<file path="src/logic/uorc_pkg.sv">
// Package and pin synchroniser for the USB soft-reset and global interrupt block.
// Behaviour
// - Full-speed core reset idles its machines, self-clears.
// - Full-speed core reset bit clears within cycles.
// - Controller reset clears flags, registers, keeps three.
// - Controller reset idles machines and flushes FIFOs.
// - Bus master data phase finishes first.
// - Ongoing USB transaction aborts at once.
// - Controller reset bit self-clears after variable time.
// - Status register shows current host or device role.
// - FIFO flags read-only, withdrawn on FIFO access.
// - Wakeup flag sets on resume or remote wakeup.
// - Disconnect flag sets in host role only.
// - Connector ID flag sets on any change.
// - Bit 31 shows bus master idle.
package uorc_pkg;

  localparam int          ADDR_W            = 12;
  localparam logic [11:0] OFS_RESET_CTRL    = 12'h000;
  localparam logic [11:0] OFS_IRQ_STATUS    = 12'h004;
  localparam logic [11:0] OFS_IRQ_MASK      = 12'h008;
  localparam logic [11:0] OFS_CORE_CONFIG   = 12'h00c;

  localparam int RST_CSR_BIT  = 0;
  localparam int RST_FS_BIT   = 1;
  localparam int RST_IDLE_BIT = 31;

  localparam int STS_MODE_BIT  = 0;
  localparam int STS_RXNE_BIT  = 4;
  localparam int STS_PTXE_BIT  = 26;
  localparam int STS_CONID_BIT = 28;
  localparam int STS_DISC_BIT  = 29;
  localparam int STS_WAKE_BIT  = 31;
  localparam logic [31:0] STS_W1C_MASK = 32'hb000_0000;
  localparam logic [31:0] STS_RESET    = 32'h0000_0000;

  localparam int CFG_LSCLK_LSB = 0;
  localparam int CFG_SPEED_LSB = 2;
  localparam int CFG_SDIS_BIT  = 4;
  localparam int CFG_TUNE_LSB  = 5;
  localparam logic [31:0] CFG_KEEP_MASK = 32'h0000_001f;
  localparam logic [31:0] CFG_RW_MASK   = 32'h0000_00ff;
  localparam logic [31:0] CFG_RESET     = 32'h0000_0000;

  localparam logic [1:0] RESP_OKAY   = 2'h0;
  localparam logic [1:0] RESP_SLVERR = 2'h2;

  localparam int SYNC_W = 4;

  localparam int CORE_CLK_PERIOD_NS = 10;
  localparam int PHY_CLK_PERIOD_NS  = 21;
  localparam int PHY_SYNC_CLOCKS    = 3;
  localparam int CSR_HOLD_CYCLES    = (PHY_SYNC_CLOCKS * PHY_CLK_PERIOD_NS + CORE_CLK_PERIOD_NS - 1)
                                      / CORE_CLK_PERIOD_NS;
  localparam int FS_RST_CYCLES      = 4;
  localparam logic [3:0] CSR_HOLD_LAST = 4'(CSR_HOLD_CYCLES - 1);
  localparam logic [3:0] FS_RST_LOAD   = 4'(FS_RST_CYCLES);

  typedef enum logic [1:0] {RS_IDLE, RS_DRAIN, RS_HOLD} uorc_rst_state_type;

  function automatic logic uorc_rise(input logic cur, input logic prev);
    return cur & ~prev;
  endfunction

  function automatic logic [31:0] uorc_strb_mask(input logic [3:0] strb);
    return {{8{strb[3]}}, {8{strb[2]}}, {8{strb[1]}}, {8{strb[0]}}};
  endfunction

endpackage

`timescale 1ns/100ps
`default_nettype none

module uorc_sync3 import uorc_pkg::*; (
  // Clock, enable and reset.
  input  wire logic              clk,
  input  wire logic              clk_en,
  input  wire logic              rst,
  // Raw pins and filtered levels.
  input  wire logic [SYNC_W-1:0] pin_in,
  output logic      [SYNC_W-1:0] level_out
);

  logic [SYNC_W-1:0] stage1_q;
  logic [SYNC_W-1:0] stage2_q;
  logic [SYNC_W-1:0] stage3_q;

  // A level is accepted once the second and third stages agree.
  always_ff @(posedge clk) begin
    if (rst) begin
      stage1_q  <= 4'h0;
      stage2_q  <= 4'h0;
      stage3_q  <= 4'h0;
      level_out <= 4'h0;
    end else if (clk_en) begin
      stage1_q <= pin_in;
      stage2_q <= stage1_q;
      stage3_q <= stage2_q;
      for (int i = 0; i < SYNC_W; i++) begin
        if (stage2_q[i] == stage3_q[i]) begin
          level_out[i] <= stage3_q[i];
        end
      end
    end
  end

endmodule

`default_nettype wire

</file>
<file path="src/logic/uorc_top.sv">
// Soft-reset control, global interrupt status and their register slave.
`timescale 1ns/100ps
`default_nettype none

module uorc_top import uorc_pkg::*; (
  // Clock, enable and reset.
  input  wire logic              CORE_CLK,
  input  wire logic              CLK_EN,
  input  wire logic              SYS_RST,
  // Register bus write channels.
  input  wire logic [ADDR_W-1:0] S_AXI_AWADDR,
  input  wire logic              S_AXI_AWVALID,
  output logic                   S_AXI_AWREADY,
  input  wire logic [31:0]       S_AXI_WDATA,
  input  wire logic [3:0]        S_AXI_WSTRB,
  input  wire logic              S_AXI_WVALID,
  output logic                   S_AXI_WREADY,
  output logic [1:0]             S_AXI_BRESP,
  output logic                   S_AXI_BVALID,
  input  wire logic              S_AXI_BREADY,
  // Register bus read channels.
  input  wire logic [ADDR_W-1:0] S_AXI_ARADDR,
  input  wire logic              S_AXI_ARVALID,
  output logic                   S_AXI_ARREADY,
  output logic [31:0]            S_AXI_RDATA,
  output logic [1:0]             S_AXI_RRESP,
  output logic                   S_AXI_RVALID,
  input  wire logic              S_AXI_RREADY,
  // Line events from the PHY side.
  input  wire logic              PIN_RESUME_DET,
  input  wire logic              PIN_DISCONNECT_DET,
  input  wire logic              PIN_CONN_ID,
  input  wire logic              PIN_HOST_ROLE,
  // Controller status on this clock.
  input  wire logic              MASTER_IDLE,
  input  wire logic              MASTER_DATA_PHASE,
  input  wire logic              PTX_FIFO_EMPTY,
  input  wire logic              RX_FIFO_NONEMPTY,
  input  wire logic              TX_FIFO_ACCESS,
  input  wire logic              RX_FIFO_ACCESS,
  // Reset and configuration outputs to the controller.
  output logic                   CTRL_RESET,
  output logic                   FIFO_FLUSH,
  output logic                   USB_ABORT,
  output logic                   FS_CORE_RESET,
  output logic [1:0]             CFG_LS_CLK_SEL,
  output logic [1:0]             CFG_DEV_SPEED,
  output logic                   CFG_SOFT_DISCONNECT,
  output logic [2:0]             CFG_PHY_TUNE,
  // Interrupt.
  output logic                   IRQ
);

  logic [SYNC_W-1:0]  pins_s;
  logic [5:0]         prev_q;
  logic               resume_s;
  logic               disc_s;
  logic               conn_id_s;
  logic               host_role_s;
  logic               wake_rise;
  logic               disc_rise;
  logic               conid_chg;
  logic               ptx_rise;
  logic               rxne_rise;

  logic               aw_got_q;
  logic               w_got_q;
  logic [ADDR_W-1:0]  awaddr_q;
  logic [31:0]        wdata_q;
  logic [3:0]         wstrb_q;
  logic               bvalid_q;
  logic [1:0]         bresp_q;
  logic               rvalid_q;
  logic [1:0]         rresp_q;
  logic [31:0]        rdata_q;
  logic               wr_fire;
  logic               rd_fire;
  logic [31:0]        wr_bits;

  uorc_rst_state_type rst_state_q;
  logic [3:0]         hold_cnt_q;
  logic [3:0]         fs_cnt_q;
  logic               hold;
  logic               csr_req;
  logic               fs_req;
  logic               fs_active;

  logic [31:0]        sts_q;
  logic [31:0]        sts_set;
  logic [31:0]        sts_clr;
  logic [31:0]        sts_view;
  logic [31:0]        mask_q;
  logic [31:0]        cfg_q;
  logic               irq_q;

  uorc_sync3 u_sync (
    .clk       (CORE_CLK),
    .clk_en    (CLK_EN),
    .rst       (SYS_RST),
    .pin_in    ({PIN_HOST_ROLE, PIN_CONN_ID, PIN_DISCONNECT_DET, PIN_RESUME_DET}),
    .level_out (pins_s)
  );

  assign resume_s    = pins_s[0];
  assign disc_s      = pins_s[1];
  assign conn_id_s   = pins_s[2];
  assign host_role_s = pins_s[3];

  // Previous levels for edge detection.
  always_ff @(posedge CORE_CLK) begin
    if (SYS_RST) begin
      prev_q <= 6'h00;
    end else if (CLK_EN) begin
      prev_q <= {RX_FIFO_NONEMPTY, PTX_FIFO_EMPTY, pins_s};
    end
  end

  assign wake_rise = uorc_rise(resume_s, prev_q[0]);
  assign disc_rise = uorc_rise(disc_s, prev_q[1]) & host_role_s;
  assign conid_chg = conn_id_s ^ prev_q[2];
  assign ptx_rise  = uorc_rise(PTX_FIFO_EMPTY, prev_q[4]);
  assign rxne_rise = uorc_rise(RX_FIFO_NONEMPTY, prev_q[5]);

  // Write path: address and data are taken in either order.
  assign S_AXI_AWREADY = ~aw_got_q & ~bvalid_q;
  assign S_AXI_WREADY  = ~w_got_q & ~bvalid_q;
  assign S_AXI_BVALID  = bvalid_q;
  assign S_AXI_BRESP   = bresp_q;
  assign wr_fire       = aw_got_q & w_got_q & ~bvalid_q;
  assign wr_bits       = wdata_q & uorc_strb_mask(wstrb_q);

  always_ff @(posedge CORE_CLK) begin
    if (SYS_RST) begin
      aw_got_q <= 1'b0;
      w_got_q  <= 1'b0;
      awaddr_q <= 12'h000;
      wdata_q  <= 32'h0000_0000;
      wstrb_q  <= 4'h0;
      bvalid_q <= 1'b0;
      bresp_q  <= RESP_OKAY;
    end else if (CLK_EN) begin
      if (S_AXI_AWVALID && S_AXI_AWREADY) begin
        aw_got_q <= 1'b1;
        awaddr_q <= S_AXI_AWADDR;
      end
      if (S_AXI_WVALID && S_AXI_WREADY) begin
        w_got_q <= 1'b1;
        wdata_q <= S_AXI_WDATA;
        wstrb_q <= S_AXI_WSTRB;
      end
      if (wr_fire) begin
        aw_got_q <= 1'b0;
        w_got_q  <= 1'b0;
        bvalid_q <= 1'b1;
        if (awaddr_q == OFS_RESET_CTRL || awaddr_q == OFS_IRQ_STATUS ||
            awaddr_q == OFS_IRQ_MASK || awaddr_q == OFS_CORE_CONFIG) begin
          bresp_q <= RESP_OKAY;
        end else begin
          bresp_q <= RESP_SLVERR;
        end
      end else if (bvalid_q && S_AXI_BREADY) begin
        bvalid_q <= 1'b0;
      end
    end
  end

  // Read path: one read at a time, data registered at the address handshake.
  assign S_AXI_ARREADY = ~rvalid_q;
  assign S_AXI_RVALID  = rvalid_q;
  assign S_AXI_RDATA   = rdata_q;
  assign S_AXI_RRESP   = rresp_q;
  assign rd_fire       = S_AXI_ARVALID & ~rvalid_q;
  assign sts_view      = sts_q | {31'h0000_0000, host_role_s};

  always_ff @(posedge CORE_CLK) begin
    if (SYS_RST) begin
      rvalid_q <= 1'b0;
      rresp_q  <= RESP_OKAY;
      rdata_q  <= 32'h0000_0000;
    end else if (CLK_EN) begin
      if (rd_fire) begin
        rvalid_q <= 1'b1;
        rresp_q  <= RESP_OKAY;
        if (S_AXI_ARADDR == OFS_RESET_CTRL) begin
          rdata_q <= {MASTER_IDLE, 28'h000_0000, 1'b0, fs_active, ~hold_idle()};
        end else if (S_AXI_ARADDR == OFS_IRQ_STATUS) begin
          rdata_q <= sts_view;
        end else if (S_AXI_ARADDR == OFS_IRQ_MASK) begin
          rdata_q <= mask_q;
        end else if (S_AXI_ARADDR == OFS_CORE_CONFIG) begin
          rdata_q <= cfg_q;
        end else begin
          rdata_q <= 32'h0000_0000;
          rresp_q <= RESP_SLVERR;
        end
      end else if (rvalid_q && S_AXI_RREADY) begin
        rvalid_q <= 1'b0;
      end
    end
  end

  function automatic logic hold_idle();
    return rst_state_q == RS_IDLE;
  endfunction

  // Controller soft reset sequencer.
  assign csr_req = wr_fire & (awaddr_q == OFS_RESET_CTRL) & wr_bits[RST_CSR_BIT];
  assign hold    = rst_state_q == RS_HOLD;

  always_ff @(posedge CORE_CLK) begin
    if (SYS_RST) begin
      rst_state_q <= RS_IDLE;
      hold_cnt_q  <= 4'h0;
    end else if (CLK_EN) begin
      case (rst_state_q)
        RS_IDLE: begin
          hold_cnt_q <= 4'h0;
          if (csr_req) begin
            rst_state_q <= RS_DRAIN;
          end
        end
        RS_DRAIN: begin
          if (!MASTER_DATA_PHASE) begin
            rst_state_q <= RS_HOLD;
          end
        end
        RS_HOLD: begin
          if (hold_cnt_q == CSR_HOLD_LAST) begin
            rst_state_q <= RS_IDLE;
          end else begin
            hold_cnt_q <= hold_cnt_q + 4'h1;
          end
        end
        default: begin
          rst_state_q <= RS_IDLE;
        end
      endcase
    end
  end

  assign USB_ABORT  = ~hold_idle();
  assign CTRL_RESET = hold;
  assign FIFO_FLUSH = hold;

  // Full-speed core reset: a short self-clearing pulse.
  assign fs_req    = wr_fire & (awaddr_q == OFS_RESET_CTRL) & wr_bits[RST_FS_BIT];
  assign fs_active = fs_cnt_q != 4'h0;

  always_ff @(posedge CORE_CLK) begin
    if (SYS_RST) begin
      fs_cnt_q <= 4'h0;
    end else if (CLK_EN) begin
      if (hold) begin
        fs_cnt_q <= 4'h0;
      end else if (fs_req && !fs_active) begin
        fs_cnt_q <= FS_RST_LOAD;
      end else if (fs_active) begin
        fs_cnt_q <= fs_cnt_q - 4'h1;
      end
    end
  end

  assign FS_CORE_RESET = fs_active;

  // Interrupt status: hardware sets, software clears, set wins.
  always_comb begin
    sts_set                = 32'h0000_0000;
    sts_set[STS_WAKE_BIT]  = wake_rise;
    sts_set[STS_DISC_BIT]  = disc_rise;
    sts_set[STS_CONID_BIT] = conid_chg;
    sts_set[STS_PTXE_BIT]  = ptx_rise;
    sts_set[STS_RXNE_BIT]  = rxne_rise;
    sts_clr                = 32'h0000_0000;
    if (wr_fire && awaddr_q == OFS_IRQ_STATUS) begin
      sts_clr = wr_bits & STS_W1C_MASK;
    end
    if (rd_fire && S_AXI_ARADDR == OFS_IRQ_STATUS) begin
      sts_clr = sts_clr | STS_W1C_MASK;
    end
    sts_clr[STS_PTXE_BIT] = TX_FIFO_ACCESS;
    sts_clr[STS_RXNE_BIT] = RX_FIFO_ACCESS;
  end

  always_ff @(posedge CORE_CLK) begin
    if (SYS_RST) begin
      sts_q <= STS_RESET;
    end else if (CLK_EN) begin
      if (hold) begin
        sts_q <= STS_RESET;
      end else begin
        sts_q <= (sts_q & ~sts_clr) | sts_set;
      end
    end
  end

  // Mask and configuration registers.
  always_ff @(posedge CORE_CLK) begin
    if (SYS_RST) begin
      mask_q <= 32'h0000_0000;
      cfg_q  <= CFG_RESET;
    end else if (CLK_EN) begin
      if (hold) begin
        mask_q <= 32'h0000_0000;
        cfg_q  <= cfg_q & CFG_KEEP_MASK;
      end else if (wr_fire) begin
        if (awaddr_q == OFS_IRQ_MASK) begin
          mask_q <= (mask_q & ~uorc_strb_mask(wstrb_q)) | wr_bits;
        end else if (awaddr_q == OFS_CORE_CONFIG) begin
          cfg_q <= ((cfg_q & ~uorc_strb_mask(wstrb_q)) | wr_bits) & CFG_RW_MASK;
        end
      end
    end
  end

  assign CFG_LS_CLK_SEL      = cfg_q[CFG_LSCLK_LSB +: 2];
  assign CFG_DEV_SPEED       = cfg_q[CFG_SPEED_LSB +: 2];
  assign CFG_SOFT_DISCONNECT = cfg_q[CFG_SDIS_BIT];
  assign CFG_PHY_TUNE        = cfg_q[CFG_TUNE_LSB +: 3];

  // Level interrupt from any unmasked sticky bit; the role bit is not an event.
  always_ff @(posedge CORE_CLK) begin
    if (SYS_RST) begin
      irq_q <= 1'b0;
    end else if (CLK_EN) begin
      irq_q <= |(sts_q & mask_q & ~32'h0000_0001);
    end
  end

  assign IRQ = irq_q;
endmodule

`default_nettype wire

</file>
<file path="config.mk">
export PLATFORM = sky130hd
export DESIGN_NAME = uorc_top
export DESIGN_NICKNAME = d
export VERILOG_FILES = /design/src/logic/uorc_pkg.sv /design/src/logic/uorc_top.sv
export SDC_FILE = /design/constraint.sdc
export NUM_CORES = 1
export LEC_CHECK = 0
export BUFFER_PORTS_ARGS = -buffer_cell sky130_fd_sc_hd__buf_2
export CORE_AREA = 5 5 115 128
export CTS_BUF_LIST = sky130_fd_sc_hd__clkbuf_4 sky130_fd_sc_hd__clkbuf_8
export DETAILED_ROUTE_END_ITERATION = 16
export DIE_AREA = 0 0 120 133
export HOLD_SLACK_MARGIN = 0.05
export PLACE_DENSITY_LB_ADDON = 0.08
export SYNTH_ARGS = -nofsm -noshare
export SYNTH_HDL_FRONTEND = slang
export SYNTH_SLANG_ARGS = --single-unit
</file>
<file path="constraint.sdc">
create_clock -name CORE_CLK -period 1.8 [get_ports CORE_CLK]
set_clock_uncertainty 0.15 [all_clocks]
set_input_delay 0.18 -clock CORE_CLK [delete_from_list [all_inputs] [get_ports CORE_CLK]]
set_output_delay 0.18 -clock CORE_CLK [all_outputs]
set_load 0.01 [all_outputs]
</file>
Yosys cells after proc, flatten, opt, wreduce, memory -nomap -nowiden
Index checks and enable logic that the tools add are counted.
Word-level totals
  register bits: 217
  latch bits: 0
  memory bits (writable): 0
  ROM bits: 0
  bits of input ports: 78
  output and inout bits: 54
  word-level logic and storage cells: 161
  memories kept: 0
Operators by class
  $add $sub $neg: 2
  multiply operators: 0
  div/mod/pow operators: 0
  magnitude comparators: 0
  equal/unequal tests: 18
  shifts and indexed selects: 0
  mux-type cells: 36
  bitwise gates (word level): 36
  reduce and logical (&&, ||, !) cells: 43
Operators by type and width (count)
  two-way mux 32 bit: 14
  bitwise AND 32 bit: 4
  inverter 32 bit: 2
  OR 32 bit: 2
  equality test 12 x 4 -> 1 bit, second input constant: 4
  OR 32 x 1 -> 32 bit: 1
  OR reduction 31 bit: 1
  AND reduction 2 bit: 13
  equality test 12 x 3 -> 1 bit, second input constant: 2
  zero test 12 bit: 2
  two-way mux 2 bit: 8
  two-way mux 4 bit: 4
  nonzero test 2 bit: 8
  bitwise AND 1 bit: 13
  inverter 1 bit: 11
  bitwise AND 8 bit: 1
  two-way mux 1 bit: 8
  != test 2 bit, second input constant: 4
  OR 8 bit: 1
  case mux 4 bit (2 select lines): 1
  AND reduction 4 bit: 2
  logical AND 1 bit: 7
  case mux 2 bit (3 select lines): 1
  AND reduction 3 bit: 2
  14 further kinds: 19

Logic depth before layout (Yosys ltp)
  depth in word-level cells: 9
  depth in mapped cells: 8
  depth with buffers taken out: 6

Cells and area by module
A second synthesis with hierarchy kept.
Second synthesis, totals
  cells, all modules: 739
  area, all modules: 6570.1 um2
By module, submodules not included
  uorc_top: times used 1, cells an instance 675, area each 5869.4 um2, seq. area each 2942.8 um2
  uorc_sync3: times used 1, cells an instance 64, area each 700.7 um2, seq. area each 320.3 um2

Least setup slack after synthesis
OpenSTA, ideal clock, no wires.
  path kind: reg-to-reg
  from: register bvalid_q, in the netlist S_AXI_BVALID
  to: register mask_q[0]
  library setup time: 121 ps
  arrival: 1543 ps
  required time: 1529 ps
  path slack: -15 ps
  cell stages (with the launch flop): 8
  path buffers: 3
  period minus slack after synthesis: 1815 ps
  cells stage by stage: dfxtp_1 and4b_1 clkbuf_1 and4_1 buf_4 and3_1 buf_2 o2bb2ai_1
Between the ends
  cells in the longest elaborated chain, start to end: 4
Ends and longest elaborated chain
  start, declared: RTL line uorc_top.sv:71  | logic bvalid_q;
  start signal, assigned: RTL line uorc_top.sv:139  | bvalid_q <= 1'b0;
  start signal, assigned: RTL line uorc_top.sv:154  | bvalid_q <= 1'b1;
  start signal, assigned: RTL line uorc_top.sv:162  | bvalid_q <= 1'b0;
  inverter 1 bit: RTL line uorc_top.sv:129  | assign wr_fire = aw_got_q & w_got_q & ~bvalid_q;
  bitwise AND 1 bit: RTL line uorc_top.sv:129
  nonzero test 2 bit (no source line)
  AND reduction 3 bit (no source line)
  end signal, assigned: RTL line uorc_top.sv:307  | mask_q <= (mask_q & ~uorc_strb_mask(wstrb_q)) | wr_bits;
  end, declared: RTL line uorc_top.sv:92  | logic [31:0] mask_q;
Every way passes these cells.
A chain may end at the register's enable or synchronous reset.

Worst setup path in the final report
  from: register fs_cnt_q[0]
  to: output FS_CORE_RESET
Between the ends
  cells in the longest elaborated chain, start to end: 1
Ends and longest elaborated chain
  start, declared: RTL line uorc_top.sv:82  | logic [3:0] fs_cnt_q;
  start signal, assigned: RTL line uorc_top.sv:258  | fs_cnt_q <= fs_cnt_q - 4'h1;
  nonzero test 4 bit: RTL line uorc_top.sv:247  | assign fs_active = fs_cnt_q != 4'h0;
  end, declared: RTL line uorc_top.sv:45  | output logic FS_CORE_RESET,
Every way passes these cells.

==> impl_metrics.yaml <==
clock_tree:
  cts_tree: "done"
  cts.clk_slew.worst_paths_ns: 0.08
  clockBufferDepth: 2
  clockRootBuffer: "clkbuf_8"
  insertion_delay_ns: 0.45
  cts_max_level: 4
  cts_buffers: 17
  clock_sinks: 163
placed_design:
  dp_slack_ns: -0.117
  numPortBuffers: 129
  globalplace.congestion: 0.858
  hpwl_um: 12900
synth:
  muxShareOfSynthArea_pct: 2.95
  synth_cells: 762
  synth_compound_area_share_pct: 21.2
  synth_top_area_share_pct: 49.7
  synth_seq_cells: 163
  syn_area_sq_mm: 0.00657
  ys_seq_area_share_pct: 49.7
  synth_edf_count: 0
  synthTopCellsByCount: "163 x dfxtp_1, 131 x nand2_1, 95 x a21oi_1"
  syn_avg_cell_area_sq_um: 8.62
  async_reset_ff_share_pct: 0
  yosys_warnings: 0
  synth_top_area_cell: "dfxtp_1"
  synth-xor-area-share_pct: 0.400
  synthTopCellsByArea: "dfxtp_1 50%, nand2_1 7.5%, a21oi_1 7.2%"
  yosysMostFrequentCell: "dfxtp_1"
  ys_types: 64
  synth_top_family_by_area: "compound AO/OA/AOI/OAI gates"
  synth_flop_cell: "dfxtp_1"
  synth_fa_ha_area_share_pct: 0.762
  synthSimpleGateAreaFrac_pct: 19.7
timing:
  rsz0062_at_grt: "yes"
  final-max-slew-violation-count: 0
  setup_violations: 6
  post-route-min-period_ns: 1.94
  fmax_ghz: 0.516
  slew_headroom_pct: 62.6
  holdWs_ns: 0.0733
  fin_crit_sh_pct: 108
  hold_viol_final: 0
  fin_ws_ns: -0.137
  worst_slew_pin_slew_ns: 0.558
min_path:
  holdCritPathClass: "input pin to flop"
grt:
  grt_antenna_before_repair: 0
  grt_pass1_wl_um: 30100
  grt_max_degree: 38
  grt_use_total_pct: 23.4
  grt_pass1_vias: 6139
  grt_overflow: 0
power_and_ir_drop:
  p_leak_uw: 0.00366
  power_uw: 7970
  comb_power_share_pct: 17.6
  vdd_drop_max_mv: 0.592
  swShare_pct: 26.0
  power.switching_uw: 2070
  pwr-share-seq_pct: 47.9
  pwr-share-clk_pct: 34.5
  p_int_uw: 5900
  p_per_area_mw_per_mm2: 883
cells_and_area:
  fillers: 1096
  drive_gt1_share_pct: 28.5
  synthToLayoutAreaGrowth_pct: 37.5
  nNetsFinal: 1063
  diodes: 0
detailed_routing:
  avgViaCountPerCell: 5.51
  drt_iter0_markers: 512
  ant_nets: 0
  first_pass_iters: 5
  via_count: 6381
  drc: 0
  routedWlPerCell_um: 16.9
  drt_wl_total_um: 19600
die:
  die_area_sq_mm: 0.0160
  io_pins: 132
  core_area_sq_mm: 0.0135
  initial_core_util_pct: 48.8
  die_h_um: 133
  rows: 45
  fp.dieW_um: 120
status:
  violations: "setup timing"
  status: "complete, but fails checks"
worst_setup_path:
  worst_ep_arrival_time_ns: 1.61
  path_max_fanout: 2
  worstPathRequired_ns: 1.47
  endpoint_kind: "output pin"
  start_kind: "flop"
  criticalPathCategory: "flop to output pin"
job:
  cap_violations: 0
==> worst max-delay path: stages (launching register included) <==
cell,delay (ns)
dfxtp_2,0.33
inv_2,0.08
ha_4,0.13
or3b_4,0.38
buf_6,0.13
buf_6,0.11
==> power groups by stage <==
stage	Combinational (uW)	Sequential [uW]	Clock (uW)
after floorplan	548	3870	0
after global placement	881	3880	0
after detailed placement	909	3890	0
after CTS	1210	3820	2790
after global routing	1510	3840	2970
final	1400	3820	2750
==> final timing paths <==
kind,start,to,slack (ns),cells after the start
max,fs_cnt_q[0]$_SDFFE_PP0P_,FS_CORE_RESET,-0.14,5
min,S_AXI_ARADDR[4],S_AXI_RDATA[1]$_SDFFE_PP0P_,0.07,5
max reg2reg,fs_cnt_q[0]$_SDFFE_PP0P_,fs_cnt_q[3]$_SDFFE_PP0P_,-0.13,8
min reg2reg,mask_q[6]$_SDFFE_PP0P_,mask_q[6]$_SDFFE_PP0P_,0.30,2
==> cells by family after synthesis <==
family | count (synthesis)
AND/OR/NAND/NOR | 271
AO/OA/AOI/OAI | 221
flip-flops | 163
buffers and inverters | 81
multiplexers | 18
adder cells (fa/ha/maj) | 4
XOR/XNOR | 3
other | 1
==> cells in the final DEF (no fill, tap or decap), drive strengths merged, types with 16 or more instances in the layout <==
cell	instances
buf	191
dfxtp	163
nand2	131
a21oi	95
dlygate4sd3	61
o21ai	45
nor2	43
nand3	34
clkbuf	26
inv	25
a22o	24
mux2i	16
==> flip-flops by register name, indices dropped and copies added, names as in the netlist, 5 cells and up <==
| name | count |
|---|---|
| awaddr_q | 12 |
| mask_q | 32 |
| cfg_q | 8 |
| wdata_q | 32 |
| sts_q | 5 |
| S_AXI_RDATA | 32 |
| prev_q | 5 |
==> per-stage QoR <==
stage / std cells / TNS (ns) / util, % / cell area, sq um
floorplan: 763 / 0 / - / 6570
global placement: 1048 / -2.28 / 56.4 / 7590
detailed placement: 1048 / -3.57 / 56.4 / 7590
CTS: 1147 / -0.147 / 65.0 / 8750
global route: 1158 / -1.84 / 67.1 / 9030
finish: 1158 / -0.378 / 67.1 / 9030
==> final cells by class <==
cell class / count / area [sq um] / share of cell area, %
Inverter: 26 / 97.6 / 1.08
Sequential cell: 163 / 3280 / 36.3
Timing Repair Buffer: 254 / 1860 / 20.6
Clock buffer: 24 / 318 / 3.52
Multi-Input combinational cell: 519 / 3170 / 35.1
Clock inverter: 8 / 98.8 / 1.09
Tap cell: 164 / 205 / 2.27
==> routing by layer <==
| metal | GRT usage (%) | vias up | part of all wire [%] |
|---|---|---|---|
| met4 | 9.10 | 0 | 2.4 |
| met2 | 41.1 | 207 | 50 |
| met1 | 28.0 | 3013 | 42 |
| met3 | 4.45 | 34 | 5.1 |
| met5 | 0 | - | 0 |
| li1 | - | 3127 | - |
==> repair_timing <==
| item | in CTS | in global routing |
|---|---|---|
| hold buffers | 61 | 0 |
| endpoints found under the setup margin | 32 | 45 |
| cloned | 0 | 4 |
| endpoints found under the hold margin | 62 | 0 |
| gates resized for setup | 21 | 54 |
| pin swaps | 7 | 24 |
| buffers inserted | 6 | 7 |
No activity file was read; power rests on OpenSTA's default activity.
